**config.mk**
```make
export PLATFORM = sky130hd
export DESIGN_NAME = gml_mode_ctrl
export DESIGN_NICKNAME = d
export VERILOG_FILES = /design/src/hw/gml_pkg.sv /design/src/hw/gml_ref_monitor.sv /design/src/hw/gml_mode_ctrl.sv
export SDC_FILE = /design/constraint.sdc
export NUM_CORES = 1
export LEC_CHECK = 0
export BUFFER_PORTS_ARGS = -buffer_cell sky130_fd_sc_hd__buf_2
export CORE_MARGIN = 1
export CORE_UTILIZATION = 42
export DETAILED_ROUTE_END_ITERATION = 10
export GPL_TIMING_DRIVEN = 0
export SLEW_MARGIN = 20
export SYNTH_ARGS = -nofsm -noshare
export SYNTH_HDL_FRONTEND = slang
export SYNTH_SLANG_ARGS = --single-unit
```
**constraint.sdc**
```tcl
create_clock -name ref_clk -period 4.5 [get_ports ref_clk]
set_input_delay 0.675 -clock ref_clk [delete_from_list [all_inputs] [get_ports ref_clk]]
set_output_delay 0.675 -clock ref_clk [all_outputs]
set_load 0.02 [all_outputs]
```
**src/hw/gml_pkg.sv**
```systemverilog
package gml_pkg;

    // Clock and timing
    localparam int CLK_PERIOD_PS   = 5000;
    localparam int RST_MIN_NS      = 10000;
    localparam int RST_MIN_CYC     = (RST_MIN_NS * 1000 + CLK_PERIOD_PS - 1) / CLK_PERIOD_PS;
    localparam int LOR_BASE_NS     = 80000;
    localparam int LOR_BASE_CYC    = (LOR_BASE_NS * 1000) / CLK_PERIOD_PS;
    localparam int H_ERR_STEP_NS   = 4000;
    localparam int H_ERR_STEP_CYC  = (H_ERR_STEP_NS * 1000) / CLK_PERIOD_PS;
    localparam int LOR_CNT_W       = 24;

    // Register indices and byte addresses
    localparam int                ADDR_W      = 12;
    localparam logic [9:0]        IDX_MODE    = 10'h000;
    localparam logic [9:0]        IDX_REFDIV  = 10'h003;
    localparam logic [9:0]        IDX_LOOPDIV = 10'h004;
    localparam logic [9:0]        IDX_STATUS  = 10'h006;
    localparam logic [ADDR_W-1:0] ADDR_MODE    = {IDX_MODE, 2'b00};
    localparam logic [ADDR_W-1:0] ADDR_REFDIV  = {IDX_REFDIV, 2'b00};
    localparam logic [ADDR_W-1:0] ADDR_LOOPDIV = {IDX_LOOPDIV, 2'b00};
    localparam logic [ADDR_W-1:0] ADDR_STATUS  = {IDX_STATUS, 2'b00};

    // Mode register fields
    localparam int MODE_W        = 8;
    localparam int MODE_SEL_BIT  = 0;
    localparam int HOLDOVER_BIT  = 1;
    localparam int PORT_SEL_BIT  = 2;
    localparam int PORT_SRC_BIT  = 3;
    localparam int H_ERR_LSB     = 4;
    localparam int H_ERR_W       = 4;
    localparam logic [MODE_W-1:0] MODE_RST = 8'h00;

    // Divider fields
    localparam int REFDIV_W   = 2;
    localparam int LOOPDIV_W  = 13;
    localparam int RATIO_W    = 3;
    localparam logic [REFDIV_W-1:0]  REFDIV_RST     = 2'h1;
    localparam logic [LOOPDIV_W-1:0] LOOPDIV_RST    = 13'h0001;
    localparam logic [REFDIV_W-1:0]  REFDIV_CODE_D2 = 2'h0;
    localparam logic [REFDIV_W-1:0]  REFDIV_CODE_D1 = 2'h1;
    localparam logic [REFDIV_W-1:0]  REFDIV_CODE_D5 = 2'h2;
    localparam logic [RATIO_W-1:0]   RATIO_D1       = 3'h1;
    localparam logic [RATIO_W-1:0]   RATIO_D2       = 3'h2;
    localparam logic [RATIO_W-1:0]   RATIO_D5       = 3'h5;

    // Status register fields
    localparam int ST_NO_REF_BIT  = 0;
    localparam int ST_NO_LOCK_BIT = 1;
    localparam int ST_PORT_BIT    = 2;
    localparam int ST_GEN_BIT     = 3;
    localparam int ST_STATE_LSB   = 4;

    // Pin synchroniser lanes
    localparam int SYN_W      = 6;
    localparam int SYN_HA     = 0;
    localparam int SYN_HB     = 1;
    localparam int SYN_VCXO   = 2;
    localparam int SYN_LOCK   = 3;
    localparam int SYN_MODE_N = 4;
    localparam int SYN_PSEL   = 5;
    localparam logic [SYN_W-1:0] SYN_RST = 6'h10;

    typedef enum logic [4:0] {
        ST_FREE     = 5'h01,
        ST_ACQ      = 5'h02,
        ST_LOCK     = 5'h04,
        ST_LOR_FREE = 5'h08,
        ST_LOR_HOLD = 5'h10
    } gml_state_t;

endpackage : gml_pkg

```
**src/hw/gml_ref_monitor.sv**
```systemverilog
`timescale 1ns/1ps
module gml_ref_monitor #(
    parameter int BASE_CYC = gml_pkg::LOR_BASE_CYC,
    parameter int STEP_CYC = gml_pkg::H_ERR_STEP_CYC,
    parameter int CNT_W    = gml_pkg::LOR_CNT_W
) (
    input  wire logic                        ref_clk,
    input  wire logic                        rst_n,
    input  wire logic                        sync_edge,
    input  wire logic                        restart,
    input  wire logic [gml_pkg::H_ERR_W-1:0] h_error,
    output logic                             ref_loss
);
    logic [CNT_W-1:0] cnt_q;
    logic [CNT_W-1:0] cnt_d;
    logic             loss_q;
    logic             loss_d;
    logic [CNT_W-1:0] limit;
    logic             expired;

    assign limit   = CNT_W'(BASE_CYC) + CNT_W'(h_error) * CNT_W'(STEP_CYC);
    assign expired = (cnt_q >= limit);
    assign cnt_d   = (sync_edge || restart) ? '0 : (expired ? cnt_q : cnt_q + 1'b1);
    assign loss_d  = sync_edge ? 1'b0 : (loss_q | (expired && !restart));
    assign ref_loss = loss_q;

    always_ff @(posedge ref_clk or negedge rst_n) begin
        if (!rst_n) begin
            cnt_q  <= '0;
            loss_q <= 1'b1;
        end else begin
            cnt_q  <= cnt_d;
            loss_q <= loss_d;
        end
    end

endmodule : gml_ref_monitor

```
**src/hw/gml_mode_ctrl.sv**
```systemverilog
// The placing of the registers and the APB interface to the registers are this design's own decisions.
`timescale 1ns/1ps
// Functional notes
// - Mode bit clear with pin high gives free run
// - Mode bit set locks to selected H sync
// - Low pin selects genlock when bit clear
// - Free run closes idle voltage switch
// - Locked genlock enables output alignment
// - Reference format may differ from output
// - Genlock keeps trying despite unstable input
// - Every state drives reference and lock flags
// - Loss without holdover falls to free run
// - Loss with holdover enters holdover
// - Returning reference resumes locking at once
// - Genlock free runs only during loss
// - Holdover floats loop filter on the same edge as loss flag
// - Error setting sets loss threshold
// - Port chosen by bit or pin
// - Loop divider 1 to 8191, zero invalid
// - Reference divider codes 0,1,2 give 2,1,5
// - Reset defaults to free run
// - Reset held low at least 10 us; nothing checks this, and the testbench releases it after 6 clocks
module gml_mode_ctrl #(
    parameter int LOR_BASE_CYC   = gml_pkg::LOR_BASE_CYC,
    parameter int H_ERR_STEP_CYC = gml_pkg::H_ERR_STEP_CYC
) (
    input  wire logic                       ref_clk,
    input  wire logic                       rst_n,
    input  wire logic [gml_pkg::ADDR_W-1:0] paddr,
    input  wire logic                       psel,
    input  wire logic                       penable,
    input  wire logic                       pwrite,
    input  wire logic [31:0]                pwdata,
    output logic      [31:0]                prdata,
    output logic                            pready,
    output logic                            pslverr,
    input  wire logic                       hsync_a,
    input  wire logic                       hsync_b,
    input  wire logic                       vcxo_clk_in,
    input  wire logic                       pll_lock_in,
    input  wire logic                       mode_select_pin_n,
    input  wire logic                       port_select_pin,
    output logic                            idle_voltage_switch,
    output logic                            loop_filter_hiz,
    output logic                            phase_detect_en,
    output logic                            output_align_en,
    output logic                            ref_cmp_pulse,
    output logic                            fb_cmp_pulse,
    output logic                            selected_port,
    output logic                            reference_loss,
    output logic                            no_lock
);
    // Pin synchroniser lanes
    logic [gml_pkg::SYN_W-1:0]     syn_raw;
    logic [gml_pkg::SYN_W-1:0]     syn_meta_q;
    logic [gml_pkg::SYN_W-1:0]     syn_q;

    // Sync edge detectors, idle low
    logic                          ha_prev_q;
    logic                          hb_prev_q;
    logic                          vcxo_prev_q;
    logic                          edge_a;
    logic                          edge_b;
    logic                          vcxo_edge;

    // Control registers
    logic [gml_pkg::MODE_W-1:0]    mode_q;
    logic [gml_pkg::MODE_W-1:0]    mode_d;
    logic [gml_pkg::REFDIV_W-1:0]  refdiv_q;
    logic [gml_pkg::REFDIV_W-1:0]  refdiv_d;
    logic [gml_pkg::LOOPDIV_W-1:0] loopdiv_q;
    logic [gml_pkg::LOOPDIV_W-1:0] loopdiv_d;

    // Bus handshake
    logic                          access;
    logic                          wr_fire;
    logic                          sel_mode;
    logic                          sel_refdiv;
    logic                          sel_loopdiv;
    logic                          sel_status;
    logic                          addr_bad;
    logic                          wr_bad;
    logic                          refdiv_ok;
    logic                          loopdiv_ok;
    logic [31:0]                   rd_word;
    logic [31:0]                   status_word;
    logic [31:0]                   prdata_q;
    logic [31:0]                   prdata_d;
    logic                          pready_q;
    logic                          pready_d;
    logic                          pslverr_q;
    logic                          pslverr_d;

    // Mode and reference selection
    logic                          gen_mode;
    logic                          lock_w;
    logic                          loss_w;
    logic                          port_q;
    logic                          port_d;
    logic                          port_change;
    logic                          sel_edge;
    logic [gml_pkg::H_ERR_W-1:0]   h_error;
    gml_pkg::gml_state_t           state_q;
    gml_pkg::gml_state_t           state_d;
    gml_pkg::gml_state_t           lor_target;

    // Registered outputs
    logic                          idle_sw_q;
    logic                          idle_sw_d;
    logic                          hiz_q;
    logic                          hiz_d;
    logic                          pd_en_q;
    logic                          pd_en_d;
    logic                          align_q;
    logic                          align_d;
    logic                          ref_loss_q;
    logic                          no_lock_q;

    // Phase comparator dividers
    logic [gml_pkg::RATIO_W-1:0]   ratio;
    logic [gml_pkg::RATIO_W-1:0]   ref_cnt_q;
    logic [gml_pkg::RATIO_W-1:0]   ref_cnt_d;
    logic                          ref_last;
    logic                          ref_pulse_q;
    logic [gml_pkg::LOOPDIV_W-1:0] fb_cnt_q;
    logic [gml_pkg::LOOPDIV_W-1:0] fb_cnt_d;
    logic                          fb_last;
    logic                          fb_pulse_q;

    assign syn_raw[gml_pkg::SYN_HA]     = hsync_a;
    assign syn_raw[gml_pkg::SYN_HB]     = hsync_b;
    assign syn_raw[gml_pkg::SYN_VCXO]   = vcxo_clk_in;
    assign syn_raw[gml_pkg::SYN_LOCK]   = pll_lock_in;
    assign syn_raw[gml_pkg::SYN_MODE_N] = mode_select_pin_n;
    assign syn_raw[gml_pkg::SYN_PSEL]   = port_select_pin;

    // Two flops per pin lane
    generate
        for (genvar i = 0; i < gml_pkg::SYN_W; i++) begin : g_syn
            always_ff @(posedge ref_clk or negedge rst_n) begin
                if (!rst_n) begin
                    syn_meta_q[i] <= gml_pkg::SYN_RST[i];
                    syn_q[i]      <= gml_pkg::SYN_RST[i];
                end else begin
                    syn_meta_q[i] <= syn_raw[i];
                    syn_q[i]      <= syn_meta_q[i];
                end
            end
        end
    endgenerate

    assign edge_a    = syn_q[gml_pkg::SYN_HA] && !ha_prev_q;
    assign edge_b    = syn_q[gml_pkg::SYN_HB] && !hb_prev_q;
    assign vcxo_edge = syn_q[gml_pkg::SYN_VCXO] && !vcxo_prev_q;

    always_ff @(posedge ref_clk or negedge rst_n) begin
        if (!rst_n) begin
            ha_prev_q   <= 1'b0;
            hb_prev_q   <= 1'b0;
            vcxo_prev_q <= 1'b0;
        end else begin
            ha_prev_q   <= syn_q[gml_pkg::SYN_HA];
            hb_prev_q   <= syn_q[gml_pkg::SYN_HB];
            vcxo_prev_q <= syn_q[gml_pkg::SYN_VCXO];
        end
    end

    // Bus: one wait state, then ready
    assign access      = psel && penable && !pready_q;
    assign wr_fire     = psel && penable && pready_q && pwrite;
    assign sel_mode    = (paddr == gml_pkg::ADDR_MODE);
    assign sel_refdiv  = (paddr == gml_pkg::ADDR_REFDIV);
    assign sel_loopdiv = (paddr == gml_pkg::ADDR_LOOPDIV);
    assign sel_status  = (paddr == gml_pkg::ADDR_STATUS);

    assign refdiv_ok  = (pwdata[gml_pkg::REFDIV_W-1:0] == gml_pkg::REFDIV_CODE_D2)
                     || (pwdata[gml_pkg::REFDIV_W-1:0] == gml_pkg::REFDIV_CODE_D1)
                     || (pwdata[gml_pkg::REFDIV_W-1:0] == gml_pkg::REFDIV_CODE_D5);
    assign loopdiv_ok = (pwdata[gml_pkg::LOOPDIV_W-1:0] != '0);

    always_comb begin
        status_word = '0;
        status_word[gml_pkg::ST_NO_REF_BIT]  = ref_loss_q;
        status_word[gml_pkg::ST_NO_LOCK_BIT] = no_lock_q;
        status_word[gml_pkg::ST_PORT_BIT]    = port_q;
        status_word[gml_pkg::ST_GEN_BIT]     = gen_mode;
        status_word[gml_pkg::ST_STATE_LSB +: $bits(gml_pkg::gml_state_t)] = state_q;
    end

    always_comb begin
        rd_word  = '0;
        addr_bad = 1'b0;
        wr_bad   = 1'b0;
        if (sel_mode) begin
            rd_word = 32'(mode_q);
        end else if (sel_refdiv) begin
            rd_word = 32'(refdiv_q);
            wr_bad  = pwrite && !refdiv_ok;
        end else if (sel_loopdiv) begin
            rd_word = 32'(loopdiv_q);
            wr_bad  = pwrite && !loopdiv_ok;
        end else if (sel_status) begin
            rd_word = status_word;
            wr_bad  = pwrite;
        end else begin
            addr_bad = 1'b1;
        end
    end

    assign pready_d  = access;
    assign prdata_d  = access ? rd_word : prdata_q;
    assign pslverr_d = access && (addr_bad || wr_bad);

    always_ff @(posedge ref_clk or negedge rst_n) begin
        if (!rst_n) begin
            prdata_q  <= '0;
            pready_q  <= 1'b0;
            pslverr_q <= 1'b0;
        end else begin
            prdata_q  <= prdata_d;
            pready_q  <= pready_d;
            pslverr_q <= pslverr_d;
        end
    end

    // Writes land at the ready edge
    assign mode_d    = (wr_fire && sel_mode) ? pwdata[gml_pkg::MODE_W-1:0] : mode_q;
    assign refdiv_d  = (wr_fire && sel_refdiv && refdiv_ok) ? pwdata[gml_pkg::REFDIV_W-1:0] : refdiv_q;
    assign loopdiv_d = (wr_fire && sel_loopdiv && loopdiv_ok) ? pwdata[gml_pkg::LOOPDIV_W-1:0] : loopdiv_q;

    always_ff @(posedge ref_clk or negedge rst_n) begin
        if (!rst_n) begin
            mode_q    <= gml_pkg::MODE_RST;
            refdiv_q  <= gml_pkg::REFDIV_RST;
            loopdiv_q <= gml_pkg::LOOPDIV_RST;
        end else begin
            mode_q    <= mode_d;
            refdiv_q  <= refdiv_d;
            loopdiv_q <= loopdiv_d;
        end
    end

    assign gen_mode = mode_q[gml_pkg::MODE_SEL_BIT] || !syn_q[gml_pkg::SYN_MODE_N];
    assign lock_w   = syn_q[gml_pkg::SYN_LOCK];
    assign port_d      = mode_q[gml_pkg::PORT_SRC_BIT] ? mode_q[gml_pkg::PORT_SEL_BIT]
                                                       : syn_q[gml_pkg::SYN_PSEL];
    assign port_change = (port_d != port_q);
    assign sel_edge    = port_q ? edge_b : edge_a;
    assign h_error     = mode_q[gml_pkg::H_ERR_LSB +: gml_pkg::H_ERR_W];

    gml_ref_monitor #(
        .BASE_CYC (LOR_BASE_CYC),
        .STEP_CYC (H_ERR_STEP_CYC),
        .CNT_W    (gml_pkg::LOR_CNT_W)
    ) u_ref_monitor (
        .ref_clk   (ref_clk),
        .rst_n     (rst_n),
        .sync_edge (sel_edge),
        .restart   (port_change),
        .h_error   (h_error),
        .ref_loss  (loss_w)
    );

    assign lor_target = mode_q[gml_pkg::HOLDOVER_BIT] ? gml_pkg::ST_LOR_HOLD : gml_pkg::ST_LOR_FREE;

    always_comb begin
        state_d = state_q;
        case (state_q)
            gml_pkg::ST_FREE: begin
                if (gen_mode && loss_w) begin
                    state_d = lor_target;
                end else if (gen_mode) begin
                    state_d = gml_pkg::ST_ACQ;
                end
            end
            gml_pkg::ST_ACQ: begin
                if (!gen_mode) begin
                    state_d = gml_pkg::ST_FREE;
                end else if (loss_w) begin
                    state_d = lor_target;
                end else if (lock_w) begin
                    state_d = gml_pkg::ST_LOCK;
                end
            end
            gml_pkg::ST_LOCK: begin
                if (!gen_mode) begin
                    state_d = gml_pkg::ST_FREE;
                end else if (loss_w) begin
                    state_d = lor_target;
                end else if (!lock_w) begin
                    state_d = gml_pkg::ST_ACQ;
                end
            end
            gml_pkg::ST_LOR_FREE, gml_pkg::ST_LOR_HOLD: begin
                if (!gen_mode) begin
                    state_d = gml_pkg::ST_FREE;
                end else if (!loss_w) begin
                    state_d = lock_w ? gml_pkg::ST_LOCK : gml_pkg::ST_ACQ;
                end else begin
                    state_d = lor_target;
                end
            end
            default: begin
                state_d = gml_pkg::ST_FREE;
            end
        endcase
    end

    assign idle_sw_d = (state_d == gml_pkg::ST_FREE) || (state_d == gml_pkg::ST_LOR_FREE);
    assign hiz_d     = (state_d == gml_pkg::ST_LOR_HOLD);
    assign pd_en_d   = (state_d == gml_pkg::ST_ACQ) || (state_d == gml_pkg::ST_LOCK);
    assign align_d   = (state_d == gml_pkg::ST_LOCK);

    always_ff @(posedge ref_clk or negedge rst_n) begin
        if (!rst_n) begin
            state_q    <= gml_pkg::ST_FREE;
            port_q     <= 1'b0;
            idle_sw_q  <= 1'b1;
            hiz_q      <= 1'b0;
            pd_en_q    <= 1'b0;
            align_q    <= 1'b0;
            ref_loss_q <= 1'b1;
            no_lock_q  <= 1'b1;
        end else begin
            state_q    <= state_d;
            port_q     <= port_d;
            idle_sw_q  <= idle_sw_d;
            hiz_q      <= hiz_d;
            pd_en_q    <= pd_en_d;
            align_q    <= align_d;
            ref_loss_q <= loss_w;
            no_lock_q  <= !lock_w;
        end
    end

    assign ratio     = (refdiv_q == gml_pkg::REFDIV_CODE_D2) ? gml_pkg::RATIO_D2 :
                       (refdiv_q == gml_pkg::REFDIV_CODE_D5) ? gml_pkg::RATIO_D5 : gml_pkg::RATIO_D1;
    assign ref_last  = (ref_cnt_q >= (ratio - gml_pkg::RATIO_W'(1)));
    assign fb_last   = (fb_cnt_q >= (loopdiv_q - gml_pkg::LOOPDIV_W'(1)));
    assign ref_cnt_d = !pd_en_q ? '0 :
                       (!sel_edge ? ref_cnt_q : (ref_last ? '0 : ref_cnt_q + gml_pkg::RATIO_W'(1)));
    assign fb_cnt_d  = !pd_en_q ? '0 :
                       (!vcxo_edge ? fb_cnt_q : (fb_last ? '0 : fb_cnt_q + gml_pkg::LOOPDIV_W'(1)));

    always_ff @(posedge ref_clk or negedge rst_n) begin
        if (!rst_n) begin
            ref_cnt_q   <= '0;
            fb_cnt_q    <= '0;
            ref_pulse_q <= 1'b0;
            fb_pulse_q  <= 1'b0;
        end else begin
            ref_cnt_q   <= ref_cnt_d;
            fb_cnt_q    <= fb_cnt_d;
            ref_pulse_q <= pd_en_q && sel_edge && ref_last;
            fb_pulse_q  <= pd_en_q && vcxo_edge && fb_last;
        end
    end

    assign prdata              = prdata_q;
    assign pready              = pready_q;
    assign pslverr             = pslverr_q;
    assign idle_voltage_switch = idle_sw_q;
    assign loop_filter_hiz     = hiz_q;
    assign phase_detect_en     = pd_en_q;
    assign output_align_en     = align_q;
    assign ref_cmp_pulse       = ref_pulse_q;
    assign fb_cmp_pulse        = fb_pulse_q;
    assign selected_port       = port_q;
    assign reference_loss      = ref_loss_q;
    assign no_lock             = no_lock_q;

    AST_FREE_RUN : assert property (@(posedge ref_clk) disable iff (!rst_n)
        !gen_mode |=> state_q == gml_pkg::ST_FREE)
        else $error("free run not entered");

    AST_FREE_SWITCH : assert property (@(posedge ref_clk) disable iff (!rst_n)
        state_q == gml_pkg::ST_FREE |-> idle_sw_q)
        else $error("idle switch open in free run");

    AST_LOSS_FREE : assert property (@(posedge ref_clk) disable iff (!rst_n)
        gen_mode && loss_w && !mode_q[gml_pkg::HOLDOVER_BIT] |=> state_q == gml_pkg::ST_LOR_FREE)
        else $error("loss did not fall to free run");

    AST_LOSS_HOLD : assert property (@(posedge ref_clk) disable iff (!rst_n)
        gen_mode && loss_w && mode_q[gml_pkg::HOLDOVER_BIT] |=> state_q == gml_pkg::ST_LOR_HOLD)
        else $error("loss did not enter holdover");

    AST_RESUME : assert property (@(posedge ref_clk) disable iff (!rst_n)
        gen_mode && !loss_w |=> (state_q == gml_pkg::ST_ACQ) || (state_q == gml_pkg::ST_LOCK))
        else $error("present reference not tracked");

    AST_HOLD_HIZ : assert property (@(posedge ref_clk) disable iff (!rst_n)
        state_q == gml_pkg::ST_LOR_HOLD |-> hiz_q && !idle_sw_q)
        else $error("filter not floating in holdover");

    AST_FLAGS : assert property (@(posedge ref_clk) disable iff (!rst_n)
        1'b1 |=> (ref_loss_q == $past(loss_w)) && (no_lock_q != $past(lock_w)))
        else $error("status flags out of step");

    AST_LOOPDIV_NZ : assert property (@(posedge ref_clk) disable iff (!rst_n)
        loopdiv_q != '0)
        else $error("loop divider zero");

    AST_REFDIV_CODE : assert property (@(posedge ref_clk) disable iff (!rst_n)
        (refdiv_q == gml_pkg::REFDIV_CODE_D2) || (refdiv_q == gml_pkg::REFDIV_CODE_D1)
        || (refdiv_q == gml_pkg::REFDIV_CODE_D5))
        else $error("reference divider code invalid");

endmodule : gml_mode_ctrl

```
Word-level counts from Yosys, hierarchy flattened --
Index checks and enable logic that the tools add are counted.
Operators by class: add/sub/neg operators 6, multipliers 1, order comparisons 3, equal/unequal tests 20, mux-type cells 38, bitwise logic cells 1, reductions and logical operators 42
Operators with widths (count):
- $mux W32 | 2
- $mux W5 | 11
- $mux W13 | 4
- $mux W24 | 2
- $add A24 B1 Y24 const B | 1
- $eq A12 B5 Y1 const B | 2
- $ge A24 B24 Y1 | 1
- $logic_and A1 B1 Y1 | 21
- $pmux W5 S4 | 1
- $mux W3 | 6
- $add A14 B14 Y15 const A | 1
- $add A13 B1 Y13 const B | 1
- $ge A13 B13 Y1 | 1
- $reduce_bool A13 Y1 | 1
- $sub A13 B1 Y13 const B | 1
- $eq A12 B4 Y1 const B | 1
- $logic_not A12 Y1 | 1
- $mux W1 | 11
- $eq A5 B1 Y1 const B | 2
- $eq A5 B2 Y1 const B | 2
- $eq A5 B3 Y1 const B | 2
- $eq A5 B4 Y1 const B | 2
- $eq A5 B5 Y1 const B | 2
- $logic_not A1 Y1 | 9
- other kinds (13) | 23
Word-level totals: register bits 127

Depth between registers and ports, before layout --
Gate-level depths: netlist of run 1.
depth after elaboration 9, gate-level depth with buffers 14, mapped depth without buffers 14

Cells and area by module --
A second synthesis of run 1 with hierarchy kept.
Unflattened totals: cell total of the unflattened synthesis 606, area, all modules 6173.4 µm²
By module, submodules not included:
- gml_mode_ctrl | times used 1, cells an instance 403, area each 4230.3 µm², sequential area each 2087.0 µm²
- gml_ref_monitor | times used 1, cells an instance 203, area each 1943.1 µm², sequential area each 626.9 µm²

Worst setup path before layout of run 1 --
Ideal clock, no wire load.
path kind register to register, start register mode_q[4] (netlist bit), end register u_ref_monitor.cnt_q[15], arrival time 3.629 ns, slack 0.753 ns, stages on the path, launching flop included 14, buffers on the path 1, cell sequence dfrtp_1 > ha_1 > ha_1 > fa_1 > xor2_1 > or3_1 > a21o_1 > xor2_1 > ha_1 > nand4b_1 > a311oi_1 > clkbuf_1 > nor4_1 > o21a_1
Between the ends: cells in the longest elaborated chain, start to end 4
Ends and longest elaborated chain:
- start: declaration | line gml_mode_ctrl.sv:67 | logic [gml_pkg::MODE_W-1:0] mode_q;
- start signal: assignment | line gml_mode_ctrl.sv:233 | mode_q <= gml_pkg::MODE_RST;
- start signal: assignment | line gml_mode_ctrl.sv:237 | mode_q <= mode_d;
- $mul A4 B5 Y9 | line gml_ref_monitor.sv:21 | assign limit = CNT_W'(BASE_CYC) + CNT_W'(h_error) * CNT_W'(STEP_CYC);
- $add A14 B14 Y15 | line gml_ref_monitor.sv:21
- $ge A24 B24 Y1 | line gml_ref_monitor.sv:22 | assign expired = (cnt_q >= limit);
- $ne A2 B2 Y1 (no source line)
- end signal: assignment | line gml_ref_monitor.sv:32 | cnt_q <= cnt_d;
- end: declaration | line gml_ref_monitor.sv:14 | logic [CNT_W-1:0] cnt_q;
Every way passes these cells. A chain may end at the register's enable or synchronous reset.

Final worst setup path of run 1 --
start register mode_q[4] (netlist bit), end register u_ref_monitor.cnt_q[2]
Same word-level chain as after synthesis.

==> flow_summary.yaml, run 1 <==
detailed_routing:
  vias: 4762
  drt_iter0_markers: 285
  ant_nets: 0
  via_per_inst: 5.43
  drcViolationCount: 0
  wl_um: 14000
  firstDrtPassIters: 5
  post_drt_wl_per_cell_um: 16.0
status:
  outcome: "finished clean"
grt:
  grt-busiest-layer: "met2"
  grt_overflow: 0
  grt_pass1_vias: 4684
  track_usage: 0.201
  grt_pass1_wl_um: 23300
  grtUsageMet1: 0.272
  grt_max_degree: 63
  antenna_found_initial: 0
  met3_usage: 0.0488
  use_met2: 0.325
clock_network:
  h-tree-depth: 3
  path_clk_slew_ns: 0.08
  clock_sinks: 108
  clk_path_buf_depth: 2
  clock_latency_ns: 0.36
  cts_tree: "built"
  holdBufCountCts: 0
  cts_root_buf: "clkbuf_16"
  cts_buffers: 9
sta:
  setup_tns_ns: 0
  whs_ns: 0.252
  setup_viol: 0
  clock_skew_ns: 0.00563
  fmax_mhz: 237
  slew_headroom: 0.402
  finalWorstSetupSlack_ns: 0.282
  period_needed_ns: 4.22
  slew_viol_final: 0
  rsz0062_at_grt: "no"
  tightestPinTransition_ns: 0.894
  finalCritPeriodShare: 0.937
  final-hold-violation-count: 0
die:
  core_um2: 14000
  ios: 98
  rows: 43
  die_w_um: 122
  initial_core_util: 0.434
  fp.dieArea_um2: 15000
  die_h_um: 122
job:
  drv_cap: 0
yosys:
  synth_edf_count: 0
  synth_adder_area_share: 0.0854
  synth_seq_area_share: 0.445
  synthFlopType: "dfrtp_1"
  yosys.area.top_type: "dfrtp_1"
  synth_xor_area_frac: 0.0302
  async_reset_ff_frac: 1.00
  synth_compound_area_frac: 0.108
  synthMuxAreaShare: 0.0759
  syn_avg_cell_area_um2: 10.1
  synth_common_cells: "99 x dfrtp_1, 60 x nand2_1, 40 x ha_1"
  synth_warnings: 0
  yosysMostFrequentCell: "dfrtp_1"
  syn_inst: 604
  synth_area_um2: 6100
  ys_seq_elements: 108
  synth_cell_types: 63
  synth_top_family_by_area: "simple AND/OR/NAND/NOR gates"
  synth.top_cell.area_share: 0.406
  synth-simple-area-share: 0.198
  yosys-top-cells-area: "dfrtp_1 41%, ha_1 8.2%, dfstp_2 3.9%"
layout:
  final_nets: 788
  drive_gt1_frac: 0.199
  area_growth_pct: 15.4
  fin_area_um2: 7040
  diodes: 0
min_path:
  hold_path.class: "in2async"
power:
  total_power_w: 0.00199
  cellLeakagePower_nw: 3.46
  power.density_nw_per_um2: 283
  irDropWorstVdd_mv: 0.298
placement:
  dp.final_hpwl_um: 10600
  dp_slack_ns: 0.0996
  placed_area_um2: 6710
  gp_congestion: 0.908
  port-buffer-count: 58
worst_setup_path:
  cp-start-kind: "flip-flop"
  endpoint_kind: "flip-flop"
  worstPathArrival_ns: 4.47
  worstPathMaxFanout: 10
  crit_required_ns: 4.76
  critical_path_class: "reg2reg"
==> power by group <==
group / switching (W) / internal [W] / leakage [nW]
Clock: 0.000408 / 0.000396 / 0.148
Combinational: 0.000115 / 0.0000654 / 1.88
Sequential: 0.0000152 / 0.000992 / 1.43
==> what timing repair did <==
item / 4_1_cts / 5_1_grt
buffers inserted: 0 / 0
endpoints found under the setup margin: 0 / 11
gates resized for setup: 0 / 5
==> cell families after synthesis <==
logic type,after synthesis
flip-flops,108
XOR/XNOR,21
adder cells (fa/ha/maj),41
other,1
multiplexers,40
buffers and inverters,68
AO/OA/AOI/OAI,98
AND/OR/NAND/NOR,227
==> path summary, 6_finish.rpt <==
check | startpoint | end | slack (ns) | cells after the start
max | mode_q[4] | u_ref_monitor.cnt_q[2] | 0.28 | 13
min | rst_n | fb_cmp_pulse | 0.25 | 1
max reg2reg | mode_q[4] | u_ref_monitor.cnt_q[2] | 0.28 | 13
min reg2reg | syn_meta_q[2] | syn_q[2] | 0.36 | 0
max in group asynchronous | rst_n | syn_q[4] | 3.55 | 2
min in group ref_clk | syn_meta_q[2] | syn_q[2] | 0.36 | 0
==> through the flow <==
stage	instances	util
6_report	877	0.501
3_5_place_dp	861	0.478
2_1_floorplan	622	-
3_3_place_gp	860	0.476
5_1_grt	877	0.501
4_1_cts	877	0.499
==> sequential cells by signal, summed over array words and instances, names as in the netlist, 2 cells and up <==
register and count:
fb_cnt_q 13, loopdiv_q 13, mode_q 8, prdata 13, ref_cnt_q 3, refdiv_q 2, state_q 5, syn_meta_q 6
syn_q 5, u_ref_monitor.cnt_q 24
==> layout by cell type (no fill, tap or decap), drive strengths merged, types with 5 or more instances in the layout <==
| cell type | netlist | routed |
|---|---|---|
| o21ai | 20 | 20 |
| buf | 21 | 80 |
| or4 | 8 | 8 |
| nand3 | 21 | 21 |
| o22ai | 6 | 6 |
| dfstp | 9 | 9 |
| dfrtp | 99 | 99 |
| or2 | 5 | 5 |
| and2 | 15 | 15 |
| nor2b | 6 | 6 |
| nor4 | 11 | 11 |
| inv | 29 | 34 |
| and3 | 9 | 9 |
| xor2 | 8 | 8 |
| mux2 | 20 | 20 |
| a31oi | 9 | 9 |
| conb | 1 | 19 |
| clkbuf | 18 | 27 |
| or3 | 14 | 14 |
| a21oi | 20 | 20 |
| mux2i | 20 | 20 |
| nor3 | 15 | 15 |
| o21a | 7 | 7 |
| nand2 | 60 | 60 |
| nor2 | 31 | 31 |
| nand4 | 15 | 15 |
| ha | 40 | 40 |
| xnor2 | 13 | 13 |
==> cell type report <==
class                           count  area [µm²]
Multi-Input combinational cell    446        3130
Clock buffer                        9         225
Buffer                             39         234
Clock inverter                      7        73.8
Timing Repair Buffer               59         324
Inverter                           29         109
Tap cell                          180         225
Fill cell                        1333        7010
Sequential cell                   108        2710
==> layer usage <==
metal | routed length, µm | up-vias
met5 | 0 | -
met4 | 89 | 0
met3 | 655 | 5
met2 | 6780 | 96
met1 | 6490 | 2337
li1 | - | 2324
==> worst max-delay path, cell delays in order, from the launching register on <==
cell	delay (ns)
dfrtp_1	0.44
ha_1	0.33
ha_1	0.23
fa_1	0.41
xor2_1	0.20
or3_1	0.34
nor3_1	0.23
xnor2_1	0.12
ha_1	0.31
nand4b_1	0.35
nor2_1	0.33
clkbuf_1	0.41
nor3_2	0.16
a31o_2	0.26
(Power assumes the default switching activity.)
==> run 2: changes to the inputs <==
- ABC_AREA: not set -> 1
==> run 2 against run 1 <==
Clock power fell by 4.0%. Synthesized cell count rose by 43%. Register-to-register slack improved by 0.49 ns. Utilization fell by 0.38 points. Global-route usage fell by 0.82 points. Sequential share of layout area fell by 3.1 points. Clock skew rose by 0.0043 ns. First-iteration DRC count fell by 1.1%. Flip-flop and latch count did not move. Sequential power rose by 5%. Critical path depth rose by 4. Cell area rose by 8.6%. Critical path type unchanged. Critical endpoint is now u_ref_monitor.cnt_q[15].
==> flow_summary.yaml, run 2 <==
detailed_routing:
  vias: 5496
  drcViolationCount: 0
  via_per_inst: 4.70
  ant_nets: 0
  firstDrtPassIters: 5
  wl_um: 14900
  drt_iter0_markers: 282
  post_drt_wl_per_cell_um: 12.7
layout:
  final_nets: 1050
  area_growth_pct: 14.1
  drive_gt1_frac: 0.158
  final_cell_mix: "228 x nand2_1, 118 x inv_1, 99 x dfrtp_1"
  fin_area_um2: 7640
  multi_input_comb_area_um2: 3350
  fillers: 1555
  largest_reg_flops: 24
  fin_cells: 1170
  top_register: "u_ref_monitor.cnt_q"
  regArea_um2: 2710
  layout_commonest_cell: "nand2_1"
  diodes: 0
worst_setup_path:
  crit_path_max_incr_delay_ns: 0.49
  worstRegToRegCells: 17
  worstPathMaxFanout: 10
  crit_chain: "ha_1 -> ha_1 -> fa_1 -> or3_1 -> nor2_1 -> nand2_1 -> xor2_1 -> ha_1 -> nand2_1 -> nor3_1 -> nand2_1 -> nand3_2 -> inv_1 -> nand2_4 -> buf_6 -> nand3_1 -> nand2_1"
  regToRegSetupSlack_ns: 0.77
  endpoint_kind: "flip-flop"
  worstPathArrival_ns: 4.03
  worstReg2RegEnd: "u_ref_monitor.cnt_q[15]"
  crit_required_ns: 4.79
  rr_startpoint: "mode_q[4]"
  cp-start-kind: "flip-flop"
  crit_path_frequent_cell: "nand2_1"
  critical_path_class: "reg2reg"
  worst_path_max_delay_cell: "fa_1"
sta:
  clock_skew_ns: 0.00997
  fmax_mhz: 268
  period_needed_ns: 3.73
  final-hold-violation-count: 0
  slew_viol_final: 0
  setup_viol: 0
  slew_headroom: 0.546
  setup_tns_ns: 0
  tightestPinTransition_ns: 0.675
  whs_ns: 0.199
  finalWorstSetupSlack_ns: 0.767
  finalCritPeriodShare: 0.830
  rsz0062_at_grt: "no"
placement:
  gp_congestion: 0.866
  dp_slack_ns: 0.775
  placed_area_um2: 7360
  placedCellCount: 1154
  dp.final_hpwl_um: 11300
  port-buffer-count: 59
status:
  outcome: "finished clean"
grt:
  grt_pass1_vias: 5141
  use_met2: 0.304
  antenna_found_initial: 0
  grt_overflow: 0
  grt_max_degree: 80
  grt-busiest-layer: "met2"
  track_usage: 0.193
  grtUsageMet1: 0.272
  grt_pass1_wl_um: 25000
  met3_usage: 0.0321
clock_network:
  postCtsSetupRepairBufs: 0
  h-tree-depth: 3
  clk_path_buf_depth: 2
  holdBufCountCts: 0
  path_clk_slew_ns: 0.08
  cts_buffers: 9
  cts_root_buf: "clkbuf_16"
  cts_resized: 0
  cts_tree: "built"
  clock_sinks: 108
  clock_latency_ns: 0.36
die:
  ios: 98
  die_h_um: 128
  initial_core_util: 0.436
  core_um2: 15400
  fp.dieArea_um2: 16500
  die_w_um: 128
  rows: 45
yosys:
  synth_area_um2: 6700
  synth_warnings: 0
  synth_seq_area_share: 0.405
  async_reset_ff_frac: 1.00
  synth_cell_types: 44
  ys_seq_elements: 108
  synthFlopType: "dfrtp_1"
  synth.top_cell.area_share: 0.370
  syn_avg_cell_area_um2: 7.75
  yosysMostFrequentCell: "nand2_1"
  synth_common_cells: "228 x nand2_1, 118 x inv_1, 99 x dfrtp_1"
  yosys.area.top_type: "dfrtp_1"
  synth_edf_count: 0
  yosys-top-cells-area: "dfrtp_1 37%, nand2_1 13%, ha_1 7.5%"
  syn_inst: 865
power:
  power.density_nw_per_um2: 279
  cellLeakagePower_nw: 4.33
  irDropWorstVdd_mv: 0.234
job:
  drv_cap: 0
min_path:
  hold_path.class: "in2async"
[run 2: worst max path at each step]
stage	slack, ns	end	startpoint
floorplan	1.18	u_ref_monitor.cnt_q[6]	mode_q[4]
global placement	0.81	u_ref_monitor.cnt_q[6]	mode_q[4]
detailed placement	0.78	u_ref_monitor.cnt_q[12]	mode_q[4]
CTS	0.77	u_ref_monitor.cnt_q[15]	mode_q[4]
global route	0.51	u_ref_monitor.cnt_q[15]	mode_q[4]
finish	0.77	u_ref_monitor.cnt_q[15]	mode_q[4]
[run 2: critical path, delay by kind of cell, from the launching register on]
| family | cells | cell delay (ns) |
|---|---|---|
| fa+ha+maj | 4 | 1.33 |
| xor+xnor | 1 | 0.16 |
| buf+inv | 2 | 0.24 |
| flops | 1 | 0.46 |
| simple gates | 10 | 1.48 |
[run 2: routing by layer]
layer  up-vias  part of all wire
met5         -                 0
met4         0             0.013
met3        14             0.036
met2        92              0.45
met1      2498              0.50
li1       2892                 -
[run 2: report_power, final]
group	switching (W)	internal (W)	total, W
clock	0.000377	0.000395	0.000772
combinational	0.000205	0.0000975	0.000303
sequential	0.0000346	0.00102	0.00106
[run 2: cell families after synthesis]
kind of cell,synth area share
AND/OR/NAND/NOR,0.310
buffers and inverters,0.105
flip-flops,0.405
AO/OA/AOI/OAI,0.0532
adder cells (fa/ha/maj),0.0777
XOR/XNOR,0.0484
other,0.000560
[run 2: cell type report]
| class | count | share of cell area |
|---|---|---|
| tap | 211 | 0.0345 |
| sequential | 108 | 0.355 |
| buffer | 32 | 0.0321 |
| inverter | 122 | 0.0599 |
| timing repair buffer | 60 | 0.0430 |
| clock buffer | 10 | 0.0313 |
| multi-input combinational | 621 | 0.438 |
| clock inverter | 6 | 0.00589 |
[run 2: through the flow]
step            util  power (W)
2_1_floorplan      -    0.00126
3_3_place_gp   0.477    0.00138
3_5_place_dp   0.479    0.00138
4_1_cts        0.497    0.00216
5_1_grt        0.497    0.00224
6_report       0.497    0.00213
==> run 3: changes to the inputs <==
- clock period: 4.5 -> 3.4 ns (I/O delays scaled with it)
==> run 3 against run 2 <==
The run now ends with setup timing left. Wire length rose by 2.5%. Critical path depth stayed put. Critical endpoint unchanged. Sequential share of layout area down 1.3 points. Largest cell class unchanged. Flip-flop and latch count unchanged. Die area unchanged.
==> flow_summary.yaml, run 3 (synthesis results as in run 2) <==
status:
  outcome: "complete, but fails checks"
  violations: "setup timing"
worst_setup_path:
  worstPathArrival_ns: 3.74
  endpoint_kind: "flip-flop"
  rr_startpoint: "mode_q[5]"
  cp-start-kind: "flip-flop"
  critical_path_class: "reg2reg"
  worstPathMaxFanout: 6
  crit_required_ns: 3.70
  critPathLaunch: "mode_q[5]"
grt:
  grt_max_degree: 80
  antenna_found_initial: 0
  grt_overflow: 0
  track_usage: 0.195
  grt_pass1_vias: 5213
  grt_pass1_wl_um: 25400
layout:
  final_util: 0.518
  largest_reg_flops: 24
  regArea_um2: 2720
  diodes: 0
  fillers: 1524
  multi_input_comb_area_um2: 3490
  top_register: "u_ref_monitor.cnt_q"
  final_nets: 1065
  drive_gt1_frac: 0.201
  area_growth_pct: 18.7
  final_cell_mix: "226 x nand2_1, 117 x inv_1, 95 x dfrtp_1"
  layout_commonest_cell: "nand2_1"
detailed_routing:
  vias: 5585
  ant_nets: 0
  drcViolationCount: 0
  wl_um: 15200
  firstDrtPassIters: 4
  drt_iter0_markers: 282
  via_per_inst: 4.71
  post_drt_wl_per_cell_um: 12.9
die:
  fp.dieArea_um2: 16500
  core_um2: 15400
  initial_core_util: 0.436
  die_w_um: 128
  rows: 45
  die_h_um: 128
  ios: 98
sta:
  tightestPinTransition_ns: 0.675
  fmax_mhz: 290
  period_needed_ns: 3.45
  final-hold-violation-count: 0
  slew_headroom: 0.546
  setup_tns_ns: -0.219
  finalCritPeriodShare: 1.01
  clock_skew_ns: 0.00887
  whs_ns: 0.0309
  setup_viol: 12
  finalWorstSetupSlack_ns: -0.0453
  rsz0062_at_grt: "yes"
  slew_viol_final: 0
min_path:
  hold_path.class: "in2async"
clock_network:
  cts_tree: "built"
  clk_path_buf_depth: 2
  h-tree-depth: 3
  cts_root_buf: "clkbuf_16"
  cts_buffers: 9
  clock_sinks: 108
  clock_latency_ns: 0.36
  path_clk_slew_ns: 0.07
job:
  drv_cap: 0
placement:
  dp.final_hpwl_um: 11300
  gp_congestion: 0.866
  dp_slack_ns: -0.325
  port-buffer-count: 59
power:
  cellLeakagePower_nw: 4.40
  irDropWorstVdd_mv: 0.309
  power.density_nw_per_um2: 355
-- run 3: worst paths after layout --
kind / end / slack, ns / cells past startpoint
max: u_ref_monitor.cnt_q[15] / -0.05 / 17
min: fb_cmp_pulse / 0.03 / 1
max reg2reg: u_ref_monitor.cnt_q[15] / -0.05 / 17
min reg2reg: syn_q[5] / 0.35 / 0
max in group asynchronous: idle_voltage_switch / 2.66 / 2
min in group ref_clk: syn_meta_q[4] / 0.25 / 1
-- run 3: power breakdown --
| group | total [W] | internal (W) | switching, W |
|---|---|---|---|
| combinational | 0.000405 | 0.000129 | 0.000275 |
| sequential | 0.00140 | 0.00135 | 0.0000463 |
| clock | 0.00102 | 0.000523 | 0.000500 |
| total | 0.00282 | 0.00200 | 0.000821 |
-- run 3: what timing repair did --
| action | 4_1_cts | 5_1_grt |
|---|---|---|
| cloned | 1 | 0 |
| hold buffers | 0 | 0 |
| pin swaps | 10 | 24 |
| endpoints found under the setup margin | 25 | 25 |
| setup buffers | 6 | 8 |
| gates resized for setup | 17 | 17 |
-- run 3: cell type report --
type                            instances  area share
Sequential cell                       108       0.342
Tap cell                              211      0.0332
Clock inverter                          6     0.00566
Clock buffer                           10      0.0300
Timing Repair Buffer                   75      0.0612
Inverter                              122      0.0576
Buffer                                 32      0.0313
Multi-Input combinational cell        621       0.439
-- run 3: worst max-delay path, cell delays in order, from the launching register on --
cell and delay, ns:
dfrtp_2 0.46, ha_4 0.26, ha_4 0.15, fa_1 0.45, or3_4 0.38, nor2_2 0.08
nand2_1 0.06, xor2_1 0.16, ha_1 0.32, nand2_2 0.07, nor3_4 0.24, and2_4 0.19
nand3_4 0.06, nand2_4 0.12, buf_12 0.12, buf_8 0.12, nand3_2 0.06, nand2_1 0.07
-- run 3: through the flow --
| step | area [µm²] | cells | total power [W] |
|---|---|---|---|
| after floorplan | 6770 | 883 | 0.00167 |
| after global placement | 7330 | 1153 | 0.00182 |
| after detailed placement | 7360 | 1154 | 0.00183 |
| after CTS | 7810 | 1177 | 0.00286 |
| after global routing | 7960 | 1185 | 0.00296 |
| final | 7960 | 1185 | 0.00282 |
-- run 3: layer usage --
layer	GRT usage	vias to the layer above	routed length (µm)
met2	0.311	81	7040
met5	0	-	0
met4	0.0526	0	178
met3	0.0321	14	551
met1	0.275	2561	7470
li1	-	2929	-
